**src/core/scbc_pkg.sv**
```systemverilog
// Purpose: shared constants and types for the serial BCD clock/calendar
// Assumes: 25 MHz system clock, 32.768 kHz oscillator sampled as a level
// Notes: all offsets are word addresses into the 64 x 8 array
`default_nettype none
package scbc_pkg;
  localparam int ARRAY_DEPTH = 64;
  localparam int ADDR_W = 6;
  localparam int CLOCK_BYTES = 8;
  localparam logic [6:0] SLAVE_ADDR = 7'h68;
  localparam logic [5:0] ADDR_HUND = 6'h00;
  localparam logic [5:0] ADDR_SEC = 6'h01;
  localparam logic [5:0] ADDR_MIN = 6'h02;
  localparam logic [5:0] ADDR_HOUR = 6'h03;
  localparam logic [5:0] ADDR_DAY = 6'h04;
  localparam logic [5:0] ADDR_DATE = 6'h05;
  localparam logic [5:0] ADDR_MONTH = 6'h06;
  localparam logic [5:0] ADDR_YEAR = 6'h07;
  localparam logic [5:0] ADDR_CTRL = 6'h08;
  localparam logic [5:0] ADDR_WDOG = 6'h09;
  localparam logic [5:0] ADDR_ALARM0 = 6'h0A;
  localparam logic [5:0] ADDR_RSVD0 = 6'h10;
  localparam logic [5:0] ADDR_SQW = 6'h13;
  localparam logic [5:0] ADDR_USER0 = 6'h14;
  localparam int CTRL_HALT_BIT = 7;
  localparam int CAL_LSB = 0;
  localparam int CAL_W = 5;
  localparam int HOUR_CENT_BIT = 6;
  localparam int HOUR_CENT_EN_BIT = 7;
  localparam logic [7:0] RESET_BYTE = 8'h00;
  localparam logic [7:0] RESET_ONE = 8'h01;
  localparam logic [16:0] OSC_HZ = 17'h08000;
  localparam logic [16:0] TICK_HZ = 17'h00064;
  localparam int SYS_CLK_HZ = 25_000_000;
  localparam int POR_TIME_US = 200;
  localparam int POR_CYCLES = POR_TIME_US * (SYS_CLK_HZ / 1_000_000);
  localparam logic [3:0] BITS_PER_BYTE = 4'h8;

  typedef enum logic [2:0] {
    ST_IDLE = 3'b000,
    ST_RECV = 3'b001,
    ST_ACK = 3'b010,
    ST_SEND = 3'b011,
    ST_MACK = 3'b100,
    ST_MNEXT = 3'b101
  } scbc_state_type;

  typedef enum logic [1:0] {
    KIND_ADDR = 2'b00,
    KIND_WORD = 2'b01,
    KIND_DATA = 2'b10
  } scbc_kind_type;

  typedef struct packed {
    scbc_state_type state;
    scbc_kind_type kind;
    logic rw;
    logic [3:0] cnt;
    logic [7:0] shift;
    logic [5:0] ptr;
    logic sdaOe;
    logic freeze;
  } scbc_link_type;
endpackage
`default_nettype wire

```
**src/core/scbc_clock_calendar.sv**
```systemverilog
// Purpose: two-wire slave clock/calendar with a 64 x 8 array
// Assumes: scl, sdaIn, oscIn synchronous to sys_clk
// Notes: sda and reset output are open drain, oe high pulls low
`timescale 1ns/10ps
`default_nettype none

// What this block does
// [RULE_01] A 64-word by 8-bit array holds time, control and user bytes.
// [RULE_02] Timekeeping is paced by the 32.768 kHz crystal oscillator.
// [RULE_03] Eight array bytes hold the clock counters, all in BCD.
// [RULE_04] Twelve further bytes are kept for alarm, watchdog, square wave.
// [RULE_05] Word address and data move serially over the two-wire bus.
// [RULE_06] The word address advances by one after each data byte.
// [RULE_07] Counters hold century to hundredths, hours in 24-hour BCD form.
// [RULE_08] Dates roll at 28, 29, 30 or 31 days, leap years through 2100.
// [RULE_09] The ninth location holds access control and calibration.
// [RULE_10] The reset output asserts at power-on and on the reset request.
// [RULE_11] The slave answers only to address D0h after a start.
// [RULE_12] The 64 locations follow the fixed time, control, RAM order.
// [RULE_13] Time copy into readable bytes halts while clock bytes are read.
// [RULE_14] On reads the pointer advances only after the master's ack.
// [RULE_15] A 100 Hz tick drives hundredths, each counter carrying upward.
module scbc_clock_calendar #(
  parameter int POR_CYCLES = scbc_pkg::POR_CYCLES
) (
  input wire logic sys_clk,
  input wire logic rstn,
  input wire logic scl,
  input wire logic sdaIn,
  output logic sdaOut,
  output logic sdaOe,
  input wire logic oscIn,
  input wire logic externalResetRequestInN,
  output logic rstOut,
  output logic rstOutOe
);

  function automatic logic [7:0] bcdInc(input logic [7:0] v);
    logic [7:0] r;
    r = v;
    if (v[3:0] >= 4'h9) begin
      r = {v[7:4] + 4'h1, 4'h0};
    end else begin
      r = v + 8'h01;
    end
    return r;
  endfunction

  // returns {wrap, next}; wrap only when enabled and at or above the top value
  function automatic logic [8:0] bcdStep(input logic [7:0] v,
      input logic [7:0] top, input logic [7:0] bot, input logic en);
    logic [8:0] r;
    r = {1'b0, v};
    if (en) begin
      if (v >= top) begin
        r = {1'b1, bot};
      end else begin
        r = {1'b0, bcdInc(v)};
      end
    end
    return r;
  endfunction

  // mod-4 test on BCD year; year 00 counts as leap, right through 2100
  function automatic logic [7:0] monthDays(input logic [7:0] mon,
      input logic [7:0] yr);
    logic leap;
    logic [7:0] r;
    leap = yr[4] ? (yr[3:0] == 4'h2 || yr[3:0] == 4'h6)
                 : (yr[3:0] == 4'h0 || yr[3:0] == 4'h4 || yr[3:0] == 4'h8);
    case (mon)
      8'h02: r = leap ? 8'h29 : 8'h28;
      8'h04, 8'h06, 8'h09, 8'h11: r = 8'h30;
      default: r = 8'h31;
    endcase
    return r;
  endfunction

  logic [7:0] mem [scbc_pkg::ARRAY_DEPTH]; // RULE_01
  logic [7:0] rt [scbc_pkg::CLOCK_BYTES];
  logic [7:0] next_rt [scbc_pkg::CLOCK_BYTES];
  scbc_pkg::scbc_link_type link;
  scbc_pkg::scbc_link_type next_link;
  logic sclPrev;
  logic sdaPrev;
  logic oscPrev;
  logic [15:0] acc;
  logic [15:0] next_acc;
  logic tick;
  logic [15:0] porCnt;
  logic [15:0] next_porCnt;
  logic next_rstOutOe;
  logic memWe;
  logic [5:0] memWa;
  logic [7:0] memWd;
  logic sclRise;
  logic sclFall;
  logic startCond;
  logic stopCond;
  logic halt;

  assign sclRise = scl && !sclPrev;
  assign sclFall = !scl && sclPrev;
  assign startCond = scl && sclPrev && sdaPrev && !sdaIn; // RULE_05
  assign stopCond = scl && sclPrev && !sdaPrev && sdaIn;
  assign halt = mem[scbc_pkg::ADDR_CTRL][scbc_pkg::CTRL_HALT_BIT]; // RULE_09
  assign sdaOut = 1'b0;
  assign sdaOe = link.sdaOe;
  assign rstOut = 1'b0;

  // fractional divider: exact 100 Hz average, no drift from 327.68
  always_comb begin
    logic [16:0] sum;
    sum = {1'b0, acc} + scbc_pkg::TICK_HZ;
    tick = 1'b0;
    next_acc = acc;
    if (oscIn && !oscPrev) begin // RULE_02
      if (sum >= scbc_pkg::OSC_HZ) begin
        tick = 1'b1; // RULE_15
        next_acc = 16'(sum - scbc_pkg::OSC_HZ);
      end else begin
        next_acc = sum[15:0];
      end
    end
  end

  always_comb begin
    logic [8:0] s;
    logic c;
    logic dayWrap;
    s = 9'h000;
    c = 1'b0;
    dayWrap = 1'b0;
    for (int i = 0; i < scbc_pkg::CLOCK_BYTES; i++) begin
      next_rt[i] = rt[i];
    end
    s = bcdStep(rt[0], 8'h99, 8'h00, tick && !halt); // RULE_15
    next_rt[0] = s[7:0];
    c = s[8];
    s = bcdStep(rt[1], 8'h59, 8'h00, c);
    next_rt[1] = s[7:0];
    c = s[8];
    s = bcdStep(rt[2], 8'h59, 8'h00, c);
    next_rt[2] = s[7:0];
    c = s[8];
    s = bcdStep({2'b00, rt[3][5:0]}, 8'h23, 8'h00, c); // RULE_07
    next_rt[3][5:0] = s[5:0];
    dayWrap = s[8];
    s = bcdStep(rt[4], 8'h07, 8'h01, dayWrap);
    next_rt[4] = s[7:0];
    s = bcdStep(rt[5], monthDays(rt[6], rt[7]), 8'h01, dayWrap); // RULE_08
    next_rt[5] = s[7:0];
    c = s[8];
    s = bcdStep(rt[6], 8'h12, 8'h01, c);
    next_rt[6] = s[7:0];
    c = s[8];
    s = bcdStep(rt[7], 8'h99, 8'h00, c);
    next_rt[7] = s[7:0];
    if (s[8] && rt[3][scbc_pkg::HOUR_CENT_EN_BIT]) begin // RULE_07
      next_rt[3][scbc_pkg::HOUR_CENT_BIT] =
        !rt[3][scbc_pkg::HOUR_CENT_BIT];
    end
    // a host write to a clock byte overrides the running count
    if (memWe && memWa < 6'(scbc_pkg::CLOCK_BYTES)) begin // RULE_03
      next_rt[memWa[2:0]] = memWd;
    end
  end

  always_comb begin
    next_link = link;
    memWe = 1'b0;
    memWa = link.ptr;
    memWd = link.shift;
    if (startCond) begin
      next_link.state = scbc_pkg::ST_RECV;
      next_link.kind = scbc_pkg::KIND_ADDR;
      next_link.cnt = 4'h0;
      next_link.sdaOe = 1'b0;
    end else if (stopCond) begin
      next_link.state = scbc_pkg::ST_IDLE;
      next_link.sdaOe = 1'b0;
      next_link.freeze = 1'b0; // RULE_13
    end else begin
      case (link.state)
        scbc_pkg::ST_RECV: begin
          if (sclRise) begin
            next_link.shift = {link.shift[6:0], sdaIn};
            next_link.cnt = link.cnt + 4'h1;
          end else if (sclFall && link.cnt == scbc_pkg::BITS_PER_BYTE) begin
            next_link.state = scbc_pkg::ST_ACK;
            next_link.sdaOe = 1'b1;
            case (link.kind)
              scbc_pkg::KIND_ADDR: begin
                next_link.rw = link.shift[0];
                if (link.shift[7:1] != scbc_pkg::SLAVE_ADDR) begin // RULE_11
                  next_link.state = scbc_pkg::ST_IDLE;
                  next_link.sdaOe = 1'b0;
                end
              end
              scbc_pkg::KIND_WORD: begin
                next_link.ptr = link.shift[5:0];
              end
              default: begin
                memWe = 1'b1;
                next_link.ptr = link.ptr + 6'h01; // RULE_06
              end
            endcase
          end
        end
        scbc_pkg::ST_ACK: begin
          if (sclFall) begin
            if (link.kind == scbc_pkg::KIND_ADDR && link.rw) begin
              next_link.state = scbc_pkg::ST_SEND;
              next_link.shift = mem[link.ptr];
              next_link.sdaOe = !mem[link.ptr][7];
              next_link.cnt = 4'h1;
              if (link.ptr < 6'(scbc_pkg::CLOCK_BYTES)) begin
                next_link.freeze = 1'b1; // RULE_13
              end
            end else begin
              next_link.state = scbc_pkg::ST_RECV;
              next_link.sdaOe = 1'b0;
              next_link.cnt = 4'h0;
              next_link.kind = (link.kind == scbc_pkg::KIND_ADDR) ?
                scbc_pkg::KIND_WORD : scbc_pkg::KIND_DATA;
            end
          end
        end
        scbc_pkg::ST_SEND: begin
          if (sclFall) begin
            if (link.cnt == scbc_pkg::BITS_PER_BYTE) begin
              next_link.state = scbc_pkg::ST_MACK;
              next_link.sdaOe = 1'b0;
            end else begin
              next_link.shift = {link.shift[6:0], 1'b0};
              next_link.sdaOe = !link.shift[6];
              next_link.cnt = link.cnt + 4'h1;
            end
          end
        end
        scbc_pkg::ST_MACK: begin
          if (sclRise) begin
            if (!sdaIn) begin
              next_link.ptr = link.ptr + 6'h01; // RULE_14
              next_link.state = scbc_pkg::ST_MNEXT;
              if (link.ptr + 6'h01 >= 6'(scbc_pkg::CLOCK_BYTES)) begin
                next_link.freeze = 1'b0; // RULE_13
              end
            end else begin
              // no ack ends the read; line stays released for the stop
              next_link.state = scbc_pkg::ST_IDLE;
            end
          end
        end
        scbc_pkg::ST_MNEXT: begin
          if (sclFall) begin
            next_link.state = scbc_pkg::ST_SEND;
            next_link.shift = mem[link.ptr];
            next_link.sdaOe = !mem[link.ptr][7];
            next_link.cnt = 4'h1;
            if (link.ptr < 6'(scbc_pkg::CLOCK_BYTES)) begin
              next_link.freeze = 1'b1;
            end
          end
        end
        default: begin
          next_link.sdaOe = 1'b0;
        end
      endcase
    end
  end

  always_comb begin
    next_porCnt = porCnt;
    if (porCnt != 16'h0000) begin
      next_porCnt = porCnt - 16'h0001;
    end
    next_rstOutOe = (porCnt != 16'h0000) || !externalResetRequestInN; // RULE_10
  end

  always_ff @(posedge sys_clk or negedge rstn) begin
    if (!rstn) begin
      link <= '0;
      sclPrev <= 1'b1;
      sdaPrev <= 1'b1;
      oscPrev <= 1'b0;
      acc <= 16'h0000;
      porCnt <= 16'(POR_CYCLES);
      rstOutOe <= 1'b1;
      for (int i = 0; i < scbc_pkg::CLOCK_BYTES; i++) begin
        rt[i] <= scbc_pkg::RESET_BYTE;
      end
      rt[scbc_pkg::ADDR_DAY[2:0]] <= scbc_pkg::RESET_ONE; // RULE_12
      rt[scbc_pkg::ADDR_DATE[2:0]] <= scbc_pkg::RESET_ONE;
      rt[scbc_pkg::ADDR_MONTH[2:0]] <= scbc_pkg::RESET_ONE;
    end else begin
      link <= next_link;
      sclPrev <= scl;
      sdaPrev <= sdaIn;
      oscPrev <= oscIn;
      acc <= next_acc;
      porCnt <= next_porCnt;
      rstOutOe <= next_rstOutOe;
      for (int i = 0; i < scbc_pkg::CLOCK_BYTES; i++) begin
        rt[i] <= next_rt[i];
      end
    end
  end

  // clock bytes mirror the running count unless a read holds them still
  always_ff @(posedge sys_clk or negedge rstn) begin
    if (!rstn) begin
      for (int i = 0; i < scbc_pkg::ARRAY_DEPTH; i++) begin
        mem[i] <= scbc_pkg::RESET_BYTE;
      end
    end else begin
      if (!link.freeze) begin
        for (int i = 0; i < scbc_pkg::CLOCK_BYTES; i++) begin
          mem[i] <= rt[i]; // RULE_13
        end
      end
      if (memWe && memWa >= 6'(scbc_pkg::CLOCK_BYTES)) begin
        mem[memWa] <= memWd; // RULE_04
      end
    end
  end

endmodule // scbc_clock_calendar
`default_nettype wire

```
**config.mk**
```make
export PLATFORM = sky130hd
export DESIGN_NAME = scbc_clock_calendar
export DESIGN_NICKNAME = d
export VERILOG_FILES = /design/src/core/scbc_pkg.sv /design/src/core/scbc_clock_calendar.sv
export SDC_FILE = /design/constraint.sdc
export NUM_CORES = 1
export LEC_CHECK = 0
export ABC_AREA = 1
export BUFFER_PORTS_ARGS = -buffer_cell sky130_fd_sc_hd__buf_2
export CAP_MARGIN = 10
export CORE_MARGIN = 4
export CORE_UTILIZATION = 50
export DETAILED_ROUTE_END_ITERATION = 7
export PLACE_DENSITY = 0.77
export SYNTH_ARGS = -nofsm -noshare
export SYNTH_HDL_FRONTEND = slang
export SYNTH_SLANG_ARGS = --single-unit
```
**constraint.sdc**
```tcl
create_clock -name sys_clk -period 6.7 [get_ports sys_clk]
set_input_delay 0.67 -clock sys_clk [delete_from_list [all_inputs] [get_ports sys_clk]]
set_output_delay 0.67 -clock sys_clk [all_outputs]
set_load 0.005 [all_outputs]
```
# Word-level counts from Yosys, hierarchy flattened
# Index checks and enable logic that the tools add are counted.
# word_totals
regBits	638
in_bits	6
out_inout_bits	4
# op_classes
add_sub_neg	21
n_lt_le_gt_ge	24
eq_ne	49
muxes	102
bitwise	5
reduce_logical	50
# ops
op	n
$bwmux 512	1
$mux 512	1
$mux 64	2
$mux 9	14
$mux 8	14
$bwmux 64	1
$mux 12	5
$add 8x1->8 const B	7
$bmux 8 s6	1
$demux 8 s6	1
$pmux 12 s4	1
$ge 4x4->1 const B	9
$ne 3x3->1 const B	12
$add 4x1->4 const B	8
$ne 4x4->1 const B	7
$mux 1	27
$mux 3	9
$ne 2x2->1 const B	13
$demux 8 s3	1
$pmux 6 s2	2
$reduce_and 8->1	3
$mux 21	1
$mux 7	3
$add 16x7->17 const B	1
57 further kinds	107

# Logic depth before layout (Yosys ltp)
# Gate-level depths: netlist of the first run.
# depth
ltp_word	16
ltp_mapped	20

# Least setup slack after synthesis of the first run
# Ideal clock, no wire load.
# synth_path
path_type	reg2reg
start	register rt[8] (netlist name)
end	register rt[38] (netlist name)
t_arrival_ns	2.534
required_time_ns	6.583
path_slack_ns	4.049
stages_incl_launch_ff	19
period_less_slack_ns	2.651
cell_sequence	dfstp_2 inv_1 ha_1 o21ai_0 o21ai_0 a32oi_1 nand2_1 inv_1 ha_1 nand2_1 nor2_1 nand4_1 o2111ai_1 nand4_4 nor2_4 buf_4 nand4_1 nand3_1 nand2_1
# synth_lines
element	line_no	source
start, declared	scbc_clock_calendar.sv:80	logic [7:0] rt [scbc_pkg::CLOCK_BYTES];
start signal, assigned by index	scbc_clock_calendar.sv:291	rt[i] <= scbc_pkg::RESET_BYTE;
start signal, assigned by index	scbc_clock_calendar.sv:293	rt[scbc_pkg::ADDR_DAY[2:0]] <= scbc_pkg::RESET_ONE;
start signal, assigned by index	scbc_clock_calendar.sv:294	rt[scbc_pkg::ADDR_DATE[2:0]] <= scbc_pkg::RESET_ONE;

==> reports/metrics.cfg, run 1 <==
[timing]
worst_hold_slack_ns=0.152
setup_viol=0
finClkSkew_ns=0.0203
hold_viol=0
fin_tns_setup_ns=0
post-route-min-period_ns=3.67
slew_headroom_pct=19.0
rsz0062_at_grt=false
timing.fmax_ghz=0.272
worstMarginPinSlew_ns=1.22
drv_slew=0
period_share_pct=54.8

[floorplanning]
fp-row-count=89
die_x_um=254
die_area_mm2=0.0644
fp.dieH_um=254
placeableCoreArea_mm2=0.0594
start_util_pct=50.8
num_io_pins=10

[pwr]
leakage_uw=0.0156
p_per_area_mw_per_mm2=333
vdd_drop_max_mv=0.223

[setup_path]
worstSetupStartpointType=register
required_ns=7.15
critPathArrivalTime_ns=4.12
end_kind=register
path_class=register to register
path_max_fanout=11

[routing]
drc_errors=0
drt_iter0_drc=3204
firstDrtPassIters=6
routed_wl_um=85500
vias_per_cell=5.89
wl_per_cell_um=19.9
antenna_left=0
vias=25300

[global_routing]
grt_antenna_before_repair=1
grt_pass1_vias=23700
overflow=0
grt_usage_pct=26.4
grt_pass1_wl_um=134000
grt_max_degree=174

[clocking]
cts-htree-levels=3
clk_latency_ns=0.61
clkTransAtPathRegs_ns=0.06
cts_tree=yes
clockRootBuffer=clkbuf_16
cts_hold_buf=0
cts-resized-gates=0
cts_buffer_depth=3
cts_sinks=636
cts_inserted_buffers=68
post_cts_buffers=0

[run_status]
outcome=finished clean

[synth]
synthArstFlopShare_pct=100
synthDistinctLibCells=56
syn_inst=3567
yosys_warnings=0
ys_seq_area_share_pct=52.8
ys.flop_type=dfrtp_1
avgSynthCellArea_um2=8.46
syn_area_mm2=0.0302
ys_ff_latch=636
synth-edff-count=0

[finish]
layout.nets=3541
layout_common_cells=nand2_1 (982), dfrtp_1 (624), o21ai_0 (551)
drive_gt1_share_pct=6.38
final_common_cell=nand2_1
finalNonFillerCells=4299
area_growth_pct=8.81
antennaDiodeCount=0

[place]
io_buffers=7
dp.cells=4182
place_congestion=0.976
place_hpwl_um=52500

[flow_run]
cap_viol_max_count=0

[worst_hold_path]
min_path_type=input port to async pin

-- metal layers --
metal	up-vias	part of all wire [%]	track usage, %
met2	1270	45	40.5
met5	-	0.015	0
met3	266	10	6.34
met1	12200	41	36.1
met4	2	4.4	11.4
li1	11600	-	-
-- through the flow --
step | total power (µW) | util, % | area (µm²) | setup slack [ns]
after floorplan | 6070 | - | 30200 | 4.05
after global placement | 7110 | 51.6 | 30600 | 3.20
after detailed placement | 7150 | 51.6 | 30600 | 3.14
after CTS | 10900 | 55.3 | 32800 | 3.13
after global routing | 11300 | 55.3 | 32800 | 2.91
final | 10900 | 55.3 | 32800 | 3.03
-- cells by family after synthesis --
logic type | Yosys count | synth area share, %
multiplexers | 24 | 0.796
flip-flops | 636 | 52.8
XOR/XNOR | 32 | 0.929
adder cells (fa/ha/maj) | 56 | 2.32
other | 1 | 0.0124
buffers and inverters | 554 | 7.20
AO/OA/AOI/OAI | 902 | 16.8
AND/OR/NAND/NOR | 1362 | 19.2
-- synth_stat cells, types with 17 or more instances --
cell      count  area [µm²]
xor2_1       17         149
nand2_1     982        3690
inv_2        20        75.1
nor2_1      145         544
inv_1       336        1260
a221oi_1     44         385
a22oi_1      59         443
buf_2        25         125
a21oi_1     119         596
o21ai_0     551        2760
dfrtp_1     625       15600
nand4_1      58         363
nor3_1       20         100
ha_1         56         701
nand3_1      95         475
o21ai_1      31         155
clkbuf_1    147         552
mux2i_1      24         240
o22ai_1      29         181
-- final timing paths --
path | startpoint | to | slack, ns | depth (start not counted)
worst max register to register | link[16] | rt[20] | 3.03 | 17
worst max-delay path | link[16] | rt[20] | 3.03 | 17
worst min register to register | acc[13] | acc[13] | 0.48 | 1
max in group asynchronous | rstn | async pin | 5.08 | 2
worst min-delay path | rstn | async pin | 0.15 | 1
min in group sys_clk | oscIn | oscPrev | 0.20 | 1
-- final cells by class --
| type | count | area [µm²] |
|---|---|---|
| inverters | 361 | 1360 |
| flip-flops and latches | 636 | 15900 |
| repair buffers | 34 | 285 |
| fillers | 5136 | 26500 |
| clock inverters | 18 | 196 |
| multi-input cells | 2378 | 12100 |
| clock buffers | 99 | 2000 |
| well taps | 773 | 967 |
-- power breakdown --
part	switching, µW	internal (µW)	leakage, µW
Combinational	2070	555	0.00607
Clock	1530	2220	0.00109
Sequential	411	4160	0.00846
-- worst max-delay path, cell delays in order, from the launching register on --
cell,delay (ns)
dfrtp_1,0.41
inv_1,0.10
ha_1,0.15
inv_1,0.05
nor3_2,0.22
inv_1,0.13
nor2_2,0.17
inv_2,0.06
nor3_4,0.26
inv_2,0.34
nor2_2,0.67
inv_2,0.17
nor2_2,0.27
inv_2,0.13
nand2_1,0.14
inv_1,0.08
nand3_1,0.10
o21ai_0,0.09
Power figures use the tool's default switching activity.
==> run 2: changes to the inputs <==
ABC_AREA = 0   (was 1)
PLACE_DENSITY = 0.8   (was 0.77)
clock period = 3.3 ns   (was 6.7 ns; I/O delays follow)
==> reports/metrics.cfg, run 2 <==
[run_status]
outcome=finished clean

[setup_path]
cp_top_family=compound AO/OA/AOI/OAI gates
path_max_fanout=30
critPathArrivalTime_ns=3.71
cp_num_buf_inv=0
cp_cell_sequence=nand2_1 > a211oi_1 > a2111oi_0 > a31oi_1 > o311a_1 > o311a_1 > a31oi_1
end_kind=register
cp_slowest_stage_delay_ns=1.03
worstSetupStartpointType=register
cp_slowest_cell=a2111oi_0
required_ns=3.83
path_class=register to register

[floorplanning]
die_area_mm2=0.0661
start_util_pct=50.4
fp-row-count=91
num_io_pins=10
die_x_um=257
placeableCoreArea_mm2=0.0616
fp.dieH_um=257

[routing]
vias_per_cell=6.43
firstDrtPassIters=5
drt_iter0_drc=2509
vias=22800
drc_errors=0
antenna_left=0
wl_per_cell_um=25.1
routed_wl_um=89000

[clocking]
cts_sinks=636
cts_buffer_depth=3
cts-htree-levels=3
clk_latency_ns=0.61
cts_tree=yes
cts_inserted_buffers=68
clkTransAtPathRegs_ns=0.06
clockRootBuffer=clkbuf_16

[worst_hold_path]
min_path_type=input port to async pin

[timing]
timing.fmax_ghz=0.315
period_share_pct=96.3
hold_viol=0
rsz0062_at_grt=false
drv_slew=0
slew_headroom_pct=19.7
finClkSkew_ns=0.0220
worstMarginPinSlew_ns=1.17
post-route-min-period_ns=3.18
setup_viol=0

[synth]
syn_area_mm2=0.0310
synth.top_cell.area_share_pct=50.4
yosys.area.top_type=dfrtp_1
synth-edff-count=0
synth_commonest_cells=dfrtp_1 (625), mux2_2 (500), nand2_1 (226), o21ai_0 (157), nor2_1 (117)
syn_inst=2602
synth.area.top_cells=dfrtp_1 (50%), mux2_2 (18%), mux4_2 (4.1%), nand2_1 (2.7%), o21ai_0 (2.5%)
avgSynthCellArea_um2=11.9
yosys_warnings=0
ys_ff_latch=636
yosysMostFrequentCell=dfrtp_1
ys_seq_area_share_pct=51.3
ys.flop_type=dfrtp_1
synthArstFlopShare_pct=100
synthDistinctLibCells=75

[place]
place_hpwl_um=57400
dp.cells=3422
io_buffers=7
place_congestion=0.949

[finish]
drive_gt1_share_pct=32.7
layout_common_cells=dfrtp_1 (614), mux2_2 (500), nand2_1 (226)
n_fill_cell=4862
final_common_cell=dfrtp_1
area_growth_pct=13.3
finalNonFillerCells=3553
layout.nets=2726

[global_routing]
grt_max_degree=117
grt_pass1_vias=23600
overflow=0
grt_usage_pct=26.7
grt_antenna_before_repair=5
grt_pass1_wl_um=139000

[pwr]
power_uw=23300
leakage_uw=0.0165
p_per_area_mw_per_mm2=661
vdd_drop_max_mv=0.567

[flow_run]
cap_viol_max_count=0

run 2: cell types whose count changed in the layout (fill, tap and decap cells not counted), moves of 46 or more:
| cell | delta |
|---|---|
| nand2_1 | -756 |
| mux2_2 | +500 |
| o21ai_0 | -395 |
| inv_1 | -287 |
| buf_4 | +104 |
| mux4_2 | +57 |
| nand3_1 | -48 |
| nand4_1 | -46 |
run 2: logic make-up after synthesis:
logic type | after synthesis | synth area share (%)
compound gates | 489 | 10.2
xor+xnor | 30 | 0.846
fa+ha+maj | 56 | 2.26
buf+inv | 208 | 2.69
flops | 636 | 51.3
mux | 607 | 23.9
other cells | 1 | 0.0121
simple gates | 575 | 8.83
run 2: final timing paths:
kind / startpoint / endpoint / slack, ns / cells after the start
worst max-delay path: memWa[1] / memWd[1] / 0.12 / 7
worst min-delay path: rstn / async pin / 0.31 / 2
worst max register to register: memWa[1] / memWd[1] / 0.12 / 7
worst min register to register: acc[6] / acc[6] / 0.48 / 1
max in group asynchronous: rstn / porCnt[6] / 1.88 / 3
min in group sys_clk: oscIn / oscPrev / 0.41 / 2
run 2: repair_timing:
action,CTS,global route
gates resized for setup,3,9
hold buffers,5,0
setup buffers,0,3
setup endpoints to repair,12,48
hold endpoints to repair,72,0
gates cloned,0,1
pin swaps,0,3
run 2: routing by layer:
layer | share of wire [%] | track usage (%)
met5 | 0.015 | 0
met4 | 5.5 | 13.2
met3 | 9.9 | 6.93
met2 | 46 | 41.7
met1 | 39 | 35.0
run 2: cell type report:
cell class,instances,area [µm²],area share [%]
Clock buffer,98,2020,5.74
Clock inverter,21,313,0.889
Timing Repair Buffer,154,1330,3.77
Antenna cell,3,7.51,0.0213
Tap cell,837,1050,2.98
Sequential cell,636,16000,45.3
Multi-Input combinational cell,1760,14400,40.8
Inverter,44,165,0.469
run 2: power breakdown:
| group | switching (µW) | internal, µW | leakage [µW] |
|---|---|---|---|
| clock | 3130 | 4880 | 0.00115 |
| sequential | 776 | 8080 | 0.00867 |
| combinational | 4380 | 2020 | 0.00667 |
run 2: stage by stage:
stage | utilization [%] | setup TNS [ns] | worst slack [ns] | hold slack (ns) | instance area, µm²
2_1_floorplan | - | 0 | 0.227 | 0.0344 | 31000
3_3_place_gp | 53.1 | -0.00994 | -0.00994 | 0.357 | 32700
3_5_place_dp | 53.1 | -0.425 | -0.142 | 0.364 | 32700
4_1_cts | 57.0 | 0 | 0.0201 | 0.331 | 35100
5_1_grt | 57.1 | 0 | 0.0320 | 0.348 | 35200
6_report | 57.1 | 0 | 0.122 | 0.311 | 35200
